**config.mk**
```make
export PLATFORM = sky130hd
export DESIGN_NAME = wdio_ctrl
export DESIGN_NICKNAME = d
export VERILOG_FILES = /design/src/hw/wdio_pkg.sv /design/src/hw/wdio_sync.sv /design/src/hw/wdio_timer.sv /design/src/hw/wdio_ctrl.sv
export VERILOG_INCLUDE_DIRS = /design/src /design/src/hw
export SDC_FILE = /design/constraint.sdc
export NUM_CORES = 1
export LEC_CHECK = 0
export BUFFER_PORTS_ARGS = -buffer_cell sky130_fd_sc_hd__clkbuf_2
export CAP_MARGIN = 15
export CORE_MARGIN = 2
export CORE_UTILIZATION = 40
export CTS_CLUSTER_DIAMETER = 100
export DETAILED_ROUTE_END_ITERATION = 6
export GPL_TIMING_DRIVEN = 0
export MAX_ROUTING_LAYER = met4
export PLACE_DENSITY = 0.6
export SYNTH_ARGS = -nofsm -noshare
export SYNTH_HDL_FRONTEND = slang
export SYNTH_SLANG_ARGS = --single-unit
export TNS_END_PERCENT = 100
```
**constraint.sdc**
```tcl
create_clock -name clk -period 2.37 [get_ports clk]
set_clock_uncertainty 0.1 [all_clocks]
set_input_delay 0.474 -clock clk [delete_from_list [all_inputs] [get_ports clk]]
set_output_delay 0.474 -clock clk [all_outputs]
set_load 0.005 [all_outputs]
```
**src/hw/wdio_params.svh**
```systemverilog
// Offsets, field positions, reset values and timing of the weld discrete I/O
`ifndef WDIO_PARAMS_SVH
`define WDIO_PARAMS_SVH

`define WDIO_ADDR_W 8
`define WDIO_OFS_CTRL 8'h00
`define WDIO_OFS_LAST_STEP 8'h04
`define WDIO_OFS_STATUS 8'h08
`define WDIO_OFS_WELD_COUNT 8'h0c
`define WDIO_OFS_IRQ_STAT 8'h10
`define WDIO_OFS_IRQ_MASK 8'h14

`define WDIO_CTRL_INTERLOCK_SEL 0
`define WDIO_CTRL_INDICATOR_MODE 1
`define WDIO_CTRL_FINISH_PULSE_MODE 2
`define WDIO_CTRL_RST 3'h0
`define WDIO_LAST_STEP_RST 4'h4
`define WDIO_FIRST_STEP 4'h1

`define WDIO_IRQ_FAULT 0
`define WDIO_IRQ_HOLD_END 1
`define WDIO_IRQ_STEP_END 2
`define WDIO_IRQ_EDIT_REJECT 3
`define WDIO_IRQ_W 4

`define WDIO_CLK_HZ 25000000
`define WDIO_HOLD_PULSE_MS 200
`define WDIO_LINE_HZ 50
`define WDIO_LEAD_LINE_CYCLES 2

`endif

```
**src/hw/wdio_pkg.sv**
```systemverilog
// Types shared by the weld discrete I/O design
package wdio_pkg;

	typedef struct packed {
		logic step_restart;
		logic weld_enable;
		logic thermostat_ok;
		logic interlock_cnt_rst;
		logic edit_lock;
		logic fault_clear;
	} wdio_pins_t;

	typedef struct packed {
		logic phase1_start;
		logic phase3_end;
		logic current_on;
		logic current_req;
		logic hold_done;
		logic step_advance;
		logic count_up;
		logic error_evt;
		logic start_active;
		logic sched_wr_req;
	} wdio_seq_in_t;

	typedef struct packed {
		logic weld_permit;
		logic current_grant;
		logic sched_wr_en;
		logic count_clear;
		logic [3:0] step_pos;
	} wdio_seq_out_t;

	typedef enum logic [2:0] {
		IL_IDLE = 3'b001,
		IL_LEAD = 3'b010,
		IL_POWER = 3'b100
	} wdio_il_state_t;

endpackage : wdio_pkg

```
**src/hw/wdio_sync.sv**
```systemverilog
// Two-flop synchroniser for a vector of pin inputs
`timescale 1ns/1ns
module wdio_sync #(
	parameter int W = 1,
	parameter logic [W-1:0] RST_VAL = '0
) (
	input wire logic clk,
	input wire logic rst,
	input wire logic [W-1:0] d,
	output logic [W-1:0] q
);
	logic [W-1:0] meta;

	always_ff @(posedge clk) begin
		if (rst) begin
			meta <= RST_VAL;
			q <= RST_VAL;
		end else begin
			meta <= d;
			q <= meta;
		end
	end
endmodule : wdio_sync

```
**src/hw/wdio_timer.sv**
```systemverilog
// One-shot down counter: busy for LEN cycles after start, done pulse at end
`timescale 1ns/1ns
module wdio_timer #(
	parameter int unsigned LEN = 16,
	parameter int CNT_W = 24
) (
	input wire logic clk,
	input wire logic rst,
	input wire logic start,
	input wire logic abort,
	output logic busy,
	output logic done
);
	logic [CNT_W-1:0] cnt;

	always_ff @(posedge clk) begin
		if (rst) begin
			cnt <= '0;
			busy <= 1'b0;
			done <= 1'b0;
		end else if (abort) begin
			cnt <= '0;
			busy <= 1'b0;
			done <= 1'b0;
		end else if (start) begin
			cnt <= CNT_W'(LEN - 1);
			busy <= 1'b1;
			done <= 1'b0;
		end else if (busy && cnt == '0) begin
			busy <= 1'b0;
			done <= 1'b1;
		end else begin
			cnt <= busy ? cnt - 1'b1 : cnt;
			done <= 1'b0;
		end
	end
endmodule : wdio_timer

```
**src/hw/wdio_ctrl.sv**
```systemverilog
// Discrete input and output logic of the weld controller, with register port
//
// The register offsets and the plain strobed port were chosen for this implementation.
`timescale 1ns/1ns
`include "wdio_params.svh"
// Function
// - Step restart clears last-step-done and returns stepper to first step
// - Weld current granted only while weld enable input is on
// - Thermostat input off raises the fault output
// - Shared input: hold-off in interlock mode, else weld counter clear
// - Edit lock input on rejects schedule writes; off accepts them
// - Indicator mode on: indicator follows weld current in phases 1-3
// - Indicator mode off: on from phase one start to phase three end
// - Hold finished output asserts when hold interval completes
// - Any detected error asserts the fault output
// - Last-step-done asserts when final stepper step completes
// - Shared output: interlock signal in interlock mode, else count-up
// - Fault clear input deasserts the fault output
// - Interlock output rises two line cycles before weld current
// - Finish pulse mode gives a hold finished pulse of about 200 ms
module wdio_ctrl #(
	parameter int unsigned HOLD_CLKS = int'((64'(`WDIO_HOLD_PULSE_MS)
		* 64'(`WDIO_CLK_HZ)) / 64'd1000),
	parameter int unsigned LEAD_CLKS = int'((64'(`WDIO_LEAD_LINE_CYCLES)
		* 64'(`WDIO_CLK_HZ)) / 64'(`WDIO_LINE_HZ))
) (
	input wire logic clk,
	input wire logic rst,
	input wdio_pkg::wdio_pins_t pins,
	input wdio_pkg::wdio_seq_in_t seq,
	output wdio_pkg::wdio_seq_out_t seq_out,
	input wire logic [`WDIO_ADDR_W-1:0] addr,
	input wire logic [31:0] wdata,
	input wire logic wr,
	input wire logic rd,
	output logic [31:0] rdata,
	output logic current_ind,
	output logic hold_end,
	output logic fault,
	output logic step_end,
	output logic shared_out,
	output logic irq
);
	import wdio_pkg::*;

	localparam logic [5:0] PIN_RST = 6'h08;

	wdio_pins_t s;
	wdio_il_state_t il_state;
	logic [2:0] ctrl;
	logic [3:0] last_step;
	logic [15:0] weld_count;
	logic [`WDIO_IRQ_W-1:0] irq_stat;
	logic [`WDIO_IRQ_W-1:0] irq_mask;
	logic [`WDIO_IRQ_W-1:0] irq_evt;
	logic il_mode;
	logic holdoff;
	logic interlock_out;
	logic hold_busy;
	logic lead_start;
	logic lead_busy;
	logic lead_done;
	logic il_abort;
	logic next_hold_end;
	logic step_last;
	logic [31:0] next_rdata;
	logic [3:0] step_pos;
	logic weld_permit;
	logic current_grant;
	logic sched_wr_en;
	logic count_clear;

	wdio_sync #(.W(6), .RST_VAL(PIN_RST)) u_sync (
		.clk(clk),
		.rst(rst),
		.d(pins),
		.q(s)
	);

	function automatic logic hit(input logic [`WDIO_ADDR_W-1:0] a,
		input logic [`WDIO_ADDR_W-1:0] ofs);
		hit = (a == ofs);
	endfunction : hit

	assign il_mode = ctrl[`WDIO_CTRL_INTERLOCK_SEL];
	assign holdoff = il_mode && s.interlock_cnt_rst;
	assign step_last = (seq_out.step_pos == last_step);

	// Register writes
	always_ff @(posedge clk) begin
		if (rst) begin
			ctrl <= `WDIO_CTRL_RST;
			last_step <= `WDIO_LAST_STEP_RST;
			irq_mask <= '0;
		end else if (wr) begin
			if (hit(addr, `WDIO_OFS_CTRL))
				ctrl <= wdata[2:0];
			if (hit(addr, `WDIO_OFS_LAST_STEP))
				last_step <= wdata[3:0];
			if (hit(addr, `WDIO_OFS_IRQ_MASK))
				irq_mask <= wdata[`WDIO_IRQ_W-1:0];
		end
	end

	// Register reads, data in the following cycle
	always_comb begin
		next_rdata = 32'h0;
		if (hit(addr, `WDIO_OFS_CTRL))
			next_rdata = {29'h0, ctrl};
		else if (hit(addr, `WDIO_OFS_LAST_STEP))
			next_rdata = {28'h0, last_step};
		else if (hit(addr, `WDIO_OFS_STATUS))
			next_rdata = {18'h0, seq_out.step_pos, s,
				shared_out, step_end, fault, hold_end};
		else if (hit(addr, `WDIO_OFS_WELD_COUNT))
			next_rdata = {16'h0, weld_count};
		else if (hit(addr, `WDIO_OFS_IRQ_STAT))
			next_rdata = {28'h0, irq_stat};
		else if (hit(addr, `WDIO_OFS_IRQ_MASK))
			next_rdata = {28'h0, irq_mask};
	end

	always_ff @(posedge clk) begin
		if (rst)
			rdata <= 32'h0;
		else
			rdata <= rd ? next_rdata : 32'h0;
	end

	// Interrupt status, set wins over write-one-to-clear
	assign irq_evt[`WDIO_IRQ_FAULT] = !fault && (!s.thermostat_ok
		|| seq.error_evt);
	assign irq_evt[`WDIO_IRQ_HOLD_END] = seq.hold_done;
	assign irq_evt[`WDIO_IRQ_STEP_END] = seq.step_advance && step_last;
	assign irq_evt[`WDIO_IRQ_EDIT_REJECT] = seq.sched_wr_req && s.edit_lock;

	always_ff @(posedge clk) begin
		if (rst)
			irq_stat <= '0;
		else if (wr && hit(addr, `WDIO_OFS_IRQ_STAT))
			irq_stat <= (irq_stat & ~wdata[`WDIO_IRQ_W-1:0]) | irq_evt;
		else
			irq_stat <= irq_stat | irq_evt;
	end

	always_ff @(posedge clk) begin
		if (rst)
			irq <= 1'b0;
		else
			irq <= |(irq_stat & ~irq_mask);
	end

	// Stepper position and last-step-done
	always_ff @(posedge clk) begin
		if (rst) begin
			step_pos <= `WDIO_FIRST_STEP;
			step_end <= 1'b0;
		end else if (s.step_restart) begin
			step_pos <= `WDIO_FIRST_STEP;
			step_end <= 1'b0;
		end else if (seq.step_advance) begin
			if (step_last) begin
				step_end <= 1'b1;
			end else begin
				step_pos <= step_pos + 4'h1;
			end
		end
	end

	// Fault output
	always_ff @(posedge clk) begin
		if (rst)
			fault <= 1'b0;
		else if (!s.thermostat_ok)
			fault <= 1'b1;
		else if (seq.error_evt)
			fault <= 1'b1;
		else if (s.fault_clear)
			fault <= 1'b0;
	end

	// Schedule edit gate and weld counter
	always_ff @(posedge clk) begin
		if (rst) begin
			sched_wr_en <= 1'b0;
			count_clear <= 1'b0;
			weld_permit <= 1'b0;
			weld_count <= 16'h0;
		end else begin
			sched_wr_en <= seq.sched_wr_req && !s.edit_lock;
			count_clear <= !il_mode && s.interlock_cnt_rst;
			weld_permit <= s.weld_enable;
			if (!il_mode && s.interlock_cnt_rst)
				weld_count <= 16'h0;
			else if (seq.count_up)
				weld_count <= weld_count + 16'h1;
		end
	end

	// Current grant with interlock lead time
	assign lead_start = (il_state == IL_IDLE) && seq.current_req
		&& s.weld_enable && il_mode && !holdoff;
	assign il_abort = !seq.current_req || !s.weld_enable;

	wdio_timer #(.LEN(LEAD_CLKS), .CNT_W(24)) u_lead (
		.clk(clk),
		.rst(rst),
		.start(lead_start),
		.abort(il_abort),
		.busy(lead_busy),
		.done(lead_done)
	);

	always_ff @(posedge clk) begin
		if (rst) begin
			il_state <= IL_IDLE;
		end else if (il_abort) begin
			il_state <= IL_IDLE;
		end else begin
			unique case (il_state)
				IL_IDLE: begin
					if (lead_start)
						il_state <= IL_LEAD;
					else if (!il_mode)
						il_state <= IL_POWER;
				end
				IL_LEAD: begin
					if (lead_done)
						il_state <= IL_POWER;
				end
				IL_POWER: begin
					il_state <= IL_POWER;
				end
				default: begin
					il_state <= IL_IDLE;
				end
			endcase
		end
	end

	assign interlock_out = il_mode && (il_state != IL_IDLE);
	assign current_grant = il_state[2];
	assign seq_out = {weld_permit, current_grant, sched_wr_en, count_clear,
		step_pos};

	// Shared output and current indicator
	always_ff @(posedge clk) begin
		if (rst) begin
			shared_out <= 1'b0;
			current_ind <= 1'b0;
		end else begin
			shared_out <= il_mode ? interlock_out : seq.count_up;
			if (ctrl[`WDIO_CTRL_INDICATOR_MODE])
				current_ind <= seq.current_on;
			else if (seq.phase1_start)
				current_ind <= 1'b1;
			else if (seq.phase3_end)
				current_ind <= 1'b0;
		end
	end

	// Hold finished output
	wdio_timer #(.LEN(HOLD_CLKS), .CNT_W(24)) u_hold (
		.clk(clk),
		.rst(rst),
		.start(seq.hold_done),
		.abort(1'b0),
		.busy(hold_busy),
		.done()
	);

	always_comb begin
		next_hold_end = 1'b0;
		if (seq.hold_done || hold_busy)
			next_hold_end = 1'b1;
		else if (!ctrl[`WDIO_CTRL_FINISH_PULSE_MODE])
			next_hold_end = hold_end && seq.start_active;
	end

	always_ff @(posedge clk) begin
		if (rst)
			hold_end <= 1'b0;
		else
			hold_end <= next_hold_end;
	end
endmodule : wdio_ctrl

```
## Word level (Yosys, flattened, before mapping)

Cells that the tools add are included.

| cells by class | value |
|---|---|
| shifts and indexed selects | 0 |
| divide/modulo/power cells | 0 |
| eq/ne operators | 15 |
| $lt $le $gt $ge | 0 |
| mux-type cells | 31 |
| add/sub/neg operators | 4 |
| reductions and logical operators | 54 |
| multiply operators | 0 |
| bitwise logic cells | 10 |

Operator list:

| kind | number |
|---|---|
| $mux 23 | 3 |
| $mux 20 | 3 |
| $logic_not 24->1 | 2 |
| $sub 24x1->24 const B | 2 |
| $reduce_and 2->1 | 10 |
| $add 16x1->16 const B | 1 |
| $eq 8x4->1 const B | 2 |
| $eq 8x5->1 const B | 2 |
| $mux 16 | 1 |
| $mux 4 | 4 |
| $logic_and 1x1->1 | 15 |
| $mux 1 | 14 |
| $mux 14 | 1 |
| $mux 3 | 4 |
| $reduce_or 2->1 | 5 |
| $pmux 3 s3 | 1 |
| $and 4x4->4 | 2 |
| $eq 8x3->1 const B | 1 |
| $logic_not 8->1 | 1 |
| $not 4->4 | 2 |
| $or 4x4->4 | 2 |
| $reduce_bool 2->1 | 4 |
| $reduce_or 4->1 | 2 |
| $logic_not 1->1 | 7 |
| other kinds (15) | 23 |

| word-level totals | value |
|---|---|
| register bits | 142 |
| bits in latches | 0 |
| memories | 0 |
| input bits | 60 |
| logic and storage cells | 144 |
| output and inout port bits | 46 |
| memory bits (read-only) | 0 |
| bits in writable memories | 0 |

## Longest topological paths before layout

| depth | value |
|---|---|
| word-level depth | 7 |
| depth in mapped cells | 9 |

## Modules after synthesis

From an unflattened synthesis, not the netlist that was laid out.

| unflattened totals | value |
|---|---|
| cell total of the unflattened synthesis | 632 |
| area total of the unflattened synthesis | 5,931.9 um2 |

Modules (own cells, without submodules):

| module | instances | area an instance (um2) | cells each |
|---|---|---|---|
| wdio_ctrl | 1 | 2,902.8 | 317 |
| wdio_timer (u_lead) | 1 | 1,358.8 | 142 |
| wdio_timer (u_hold) | 1 | 1,343.8 | 148 |
| wdio_sync | 1 | 326.6 | 25 |

## Worst setup path before layout

Ideal clock, no wire load.

| path | value |
|---|---|
| kind | register to register |
| start | register u_lead.cnt[6] |
| end | register u_lead.cnt[1] |
| data required time | 2,197 ps |
| buffers on the path | 1 |
| setup time | 73 ps |
| path slack | 11 ps |
| arrival time | 2,186 ps |
| stages on the path, launching flop included | 7 |
| path through | dfxtp_1 > or4_1 > buf_6 > or4_4 > o21ai_2 > mux2_1 > a21oi_1 |

| on the way | value |
|---|---|
| longest elaborated chain between the ends | 4 |

RTL lines:

| what | RTL line | text |
|---|---|---|
| from (decl) | wdio_timer.sv:14 | `logic [CNT_W-1:0] cnt;` |
| from (signal assigned) | wdio_timer.sv:26 | `cnt <= CNT_W'(LEN - 1);` |
| from (signal assigned) | wdio_timer.sv:33 | `cnt <= busy ? cnt - 1'b1 : cnt;` |
| $logic_not 24->1 | wdio_timer.sv:29 | `end else if (busy && cnt == '0) begin` |
| $logic_and 1x1->1 | wdio_timer.sv:29 |  |
| $ne 2x2->1 (no line) | -- |  |
| $reduce_and 2->1 (no line) | -- |  |

Every way passes these cells.
A chain may end at the register's enable or synchronous reset.

## Worst setup path in the final report

| path | value |
|---|---|
| start | register u_lead.cnt[10] |
| end | register u_lead.cnt[5] |

Same word-level chain as after synthesis.

==> results.tsv <==
stage	metric	value	unit
route	DRC	0	
power_and_ir_drop	LEAKAGE	2.75	nW
worst_setup_path	CP bufs+invs	1	
min_path	hold wc startpoint	pins[3]	
power_and_ir_drop	Comb pwr share	6.5	%
sta	Final Hold Fails	0	
logic_synthesis	number of synthesized flops with an enable pin	0	
sta	worst slew pin tran	0.936	ns
die	IO Pins	106	
sta	setup violators final	0	
clock_tree	worst skew pair latency	0.42	ns
worst_setup_path	Crit path top cell by count	or4_4	
clock_tree	H-tree depth	4	
worst_setup_path	Max FO, Critical Path	5	
logic_synthesis	count leader, synth	dfxtp_1	
cells_and_area	Layout Nets	787	
power_and_ir_drop	Worst VDD drop	0.606	mV
route	1st-pass router iterations	5	
power_and_ir_drop	sequential share of power	44.4	%
global_route	first-pass GRT wire length	21200	microns
logic_synthesis	number of synthesized register bits	126	
worst_setup_path	r2r setup slk	0.005	ns
clock_tree	Clock transition at path regs	0.06	ns
die	die area	0.0149	sq mm
clock_tree	CTS tree	done	
logic_synthesis	synth unique cells	62	
min_path	hold path cells	2	
min_path	Worst Hold Class	in -> reg	
route	WL final	13500	microns
route	Vias/cell	5.28	
route	DRT iter0 DRCs	277	
cells_and_area	Fill cells	1309	
clock_tree	CTS buffer count	17	
placement	pre-CTS WS	-0.245	ns
global_route	largest net degree at the start of global routing	17	
global_route	total grt overflow	0	
power_and_ir_drop	Clk pwr share	49.1	%
logic_synthesis	Avg Inst Size Synth	9.11	sq um
worst_setup_path	CP Data Required Time	2.56	ns
worst_setup_path	slowest stage delay, CP	0.62	ns
placement	placed cell area	0.00617	sq mm
logic_synthesis	ys async rst share	0	%
worst_setup_path	worst reg-to-reg path cell count	6	
worst_setup_path	CP startpoint kind	flop	
sta	Slew Limit Fails	0	
power_and_ir_drop	Pwr Density	720	mW/mm^2
cells_and_area	antenna cells	0	
worst_setup_path	CP max stage cell	or4_4	
sta	Tmin final	2.36	ns
sta	fin crit share	99.8	%
global_route	vias in the first global route	4433	
worst_setup_path	CP endpoint kind	flop	
placement	Post-DP HPWL	9450	microns
logic_synthesis	warnings from Yosys	0	
cells_and_area	share of cells above drive strength 1	22.6	%
power_and_ir_drop	switching share of power	24.0	%
sta	RSZ-0062 raised after global routing	true	
die	starting density of the core	40.6	%
sta	slack of the critical path	0.00508	ns
run	max-cap viol count	0	
placement	gpl congestion	0.872	
worst_setup_path	kind of critical path	reg -> reg	
min_path	Hold Path Sink	u_sync.meta[3]$_SDFF_PP1_	
logic_synthesis	sequential fraction of the synthesis area	45.1	%
route	routed via count	4823	
sta	Rel. slew slack	36.8	%
power_and_ir_drop	Sw Pwr	1.20	mW
logic_synthesis	synthesized instance count	614	
die	Die Ht	122	microns
logic_synthesis	share of the synthesized area in the top cell type	45.1	%
status	status	completed	
logic_synthesis	mapped cell area	0.00559	sq mm
logic_synthesis	Post-synth top cells	dfxtp_1, nor2_1, a21oi_1	
cells_and_area	cell area after layout	0.00697	sq mm
die	# rows	43	
cells_and_area	Area Overhead vs Synth	24.7	%
worst_setup_path	reg2reg end	u_lead.cnt[5]$_SDFFE_PP0P_	
worst_setup_path	crit-path cells	or4_4, or4_4, buf_6, o211ai_1, xor2_1, a21oi_1	
clock_tree	CTS sink cnt	126	
route	wire per inst	14.8	microns
clock_tree	deepest clock path buffer count	2	
logic_synthesis	Primary FF master, synth	dfxtp_1	
power_and_ir_drop	Pint	3.81	mW
clock_tree	Root Buffer	clkbuf_16	
placement	PortBufs	59	
die	core area	0.0138	sq mm
sta	fmax	423	MHz
worst_setup_path	Largest delay share family, worst path	simple AND/OR/NAND/NOR gates	
logic_synthesis	largest cells by area after synthesis	dfxtp_1, xor2_1, nor2_1	
worst_setup_path	CP Depth	6	
worst_setup_path	R2R Path Start	u_lead.cnt[10]$_SDFFE_PP0P_	
logic_synthesis	Yosys top cell by area	dfxtp_1	
route	Routed Antenna Nets	0	
global_route	global-route usage over all layers	18.6	%
die	die width	122	microns
worst_setup_path	WP data arrival	2.55	ns
global_route	initial antenna violation count	0	
==> cells by family (layout without fill, tap and decap cells) <==
logic type	Yosys count	count (layout)	share of synthesized area, %
other	1	16	0.0670
adders and majority gates	6	6	1.34
AOI/OAI and AO/OA	115	115	14.2
muxes	13	13	2.35
DFF	126	126	45.1
and+or+nand+nor	233	233	22.3
xor gates and xnor gates	56	56	8.77
buffers and inverters	64	169	5.93
==> worst reg2reg max path: stages, from the launching register on <==
cell and delay [ns]:
dfxtp_1 0.32, or4_4 0.59, or4_4 0.62, buf_6 0.16
o211ai_1 0.20, xor2_1 0.17, a21oi_1 0.08
==> metal layers <==
layer	GRT usage, %	routed length, microns	part of all wire (%)
met1	22.5	6270	46
met4	8.26	284	2.1
met3	4.88	663	4.9
met5	-	0	0
met2	29.3	6320	47
==> worst max-delay path by stage <==
| stage | to | slack, ns | start |
|---|---|---|---|
| 5_1_grt | u_lead.cnt[5]$_SDFFE_PP0P_ | -0.08 | u_lead.cnt[8]$_SDFFE_PP0P_ |
| 3_5_place_dp | rdata[5]$_SDFF_PP0_ | -0.25 | addr[7] |
| 4_1_cts | u_lead.cnt[1]$_SDFFE_PP0P_ | -0.11 | u_lead.cnt[6]$_SDFFE_PP0P_ |
| 2_1_floorplan | u_lead.cnt[1]$_SDFFE_PP0P_ | 0.01 | u_lead.cnt[6]$_SDFFE_PP0P_ |
| 6_report | u_lead.cnt[5]$_SDFFE_PP0P_ | 0.005 | u_lead.cnt[10]$_SDFFE_PP0P_ |
| 3_3_place_gp | rdata[4]$_SDFF_PP0_ | -0.23 | addr[7] |
==> layout make-up <==
| class | count | area, sq um | area share (%) |
|---|---|---|---|
| Multi-Input combinational cell | 439 | 2890 | 41.4 |
| Sequential cell | 126 | 2530 | 36.2 |
| Clock buffer | 19 | 453 | 6.50 |
| Timing Repair Buffer | 75 | 439 | 6.30 |
| Buffer | 43 | 256 | 3.68 |
| Tap cell | 180 | 225 | 3.23 |
| Clock inverter | 13 | 115 | 1.65 |
| Inverter | 19 | 71.3 | 1.02 |
==> through the flow <==
step                setup TNS [ns]  utilization (%)  std cells  hold slack, ns  power (mW)
finish                           0             50.6        914           0.156        5.02
floorplan                        0                -        629           0.289        2.46
global placement             -3.44             44.8        868           0.294        2.56
detailed placement           -3.90             44.8        868           0.296        2.57
CTS                         -0.259             49.9        909           0.150        5.03
global route                -0.362             50.6        914           0.161        5.19
==> repair_timing <==
action,4_1_cts,5_1_grt
hold buffers,0,0
resized for setup,12,23
buffers inserted,9,6
pin swaps,7,15
gates cloned,1,0
endpoints found under the setup margin,32,38
==> placed cells by master, fill, tap and decap left out, drive strengths merged, types with 3 or more instances in the layout <==
cell type and n:
a21o 3, or4 10, dfxtp 126, clkinvlp 4
nor3b 4, o22ai 3, ha 6, buf 39
o21ai 11, mux2i 12, nor2 71, inv 21
a221oi 6, o2111ai 4, a21oi 42, o211ai 12
nand2 29, nand3 22, nor4 12, o21bai 3
a22o 10, xnor2 20, or2 3, and3 5
nand4 15, xor2 36, and4 6, clkinv 6
nor3 19, conb 16, a31oi 5, clkbuf 98
or3 10, nor2b 15, a211oi 4
==> flip-flops by register name, indices dropped and copies added (netlist names), 3 cells and up <==
register and cells:
u_lead.cnt 24, il_state 3, u_sync.meta 6, irq_mask 4, irq_stat 4, last_step 4
weld_count 16, ctrl 3, rdata 16, step_pos 4, u_hold.cnt 24, u_sync.q 6
==> power groups by stage <==
stage / sequential [mW] / combinational, mW / clock (mW)
after floorplan: 2.25 / 0.203 / 0
after global routing: 2.23 / 0.364 / 2.60
after CTS: 2.22 / 0.308 / 2.50
after detailed placement: 2.27 / 0.298 / 0
final: 2.23 / 0.328 / 2.46
after global placement: 2.27 / 0.291 / 0
(Power assumes the default switching activity.)
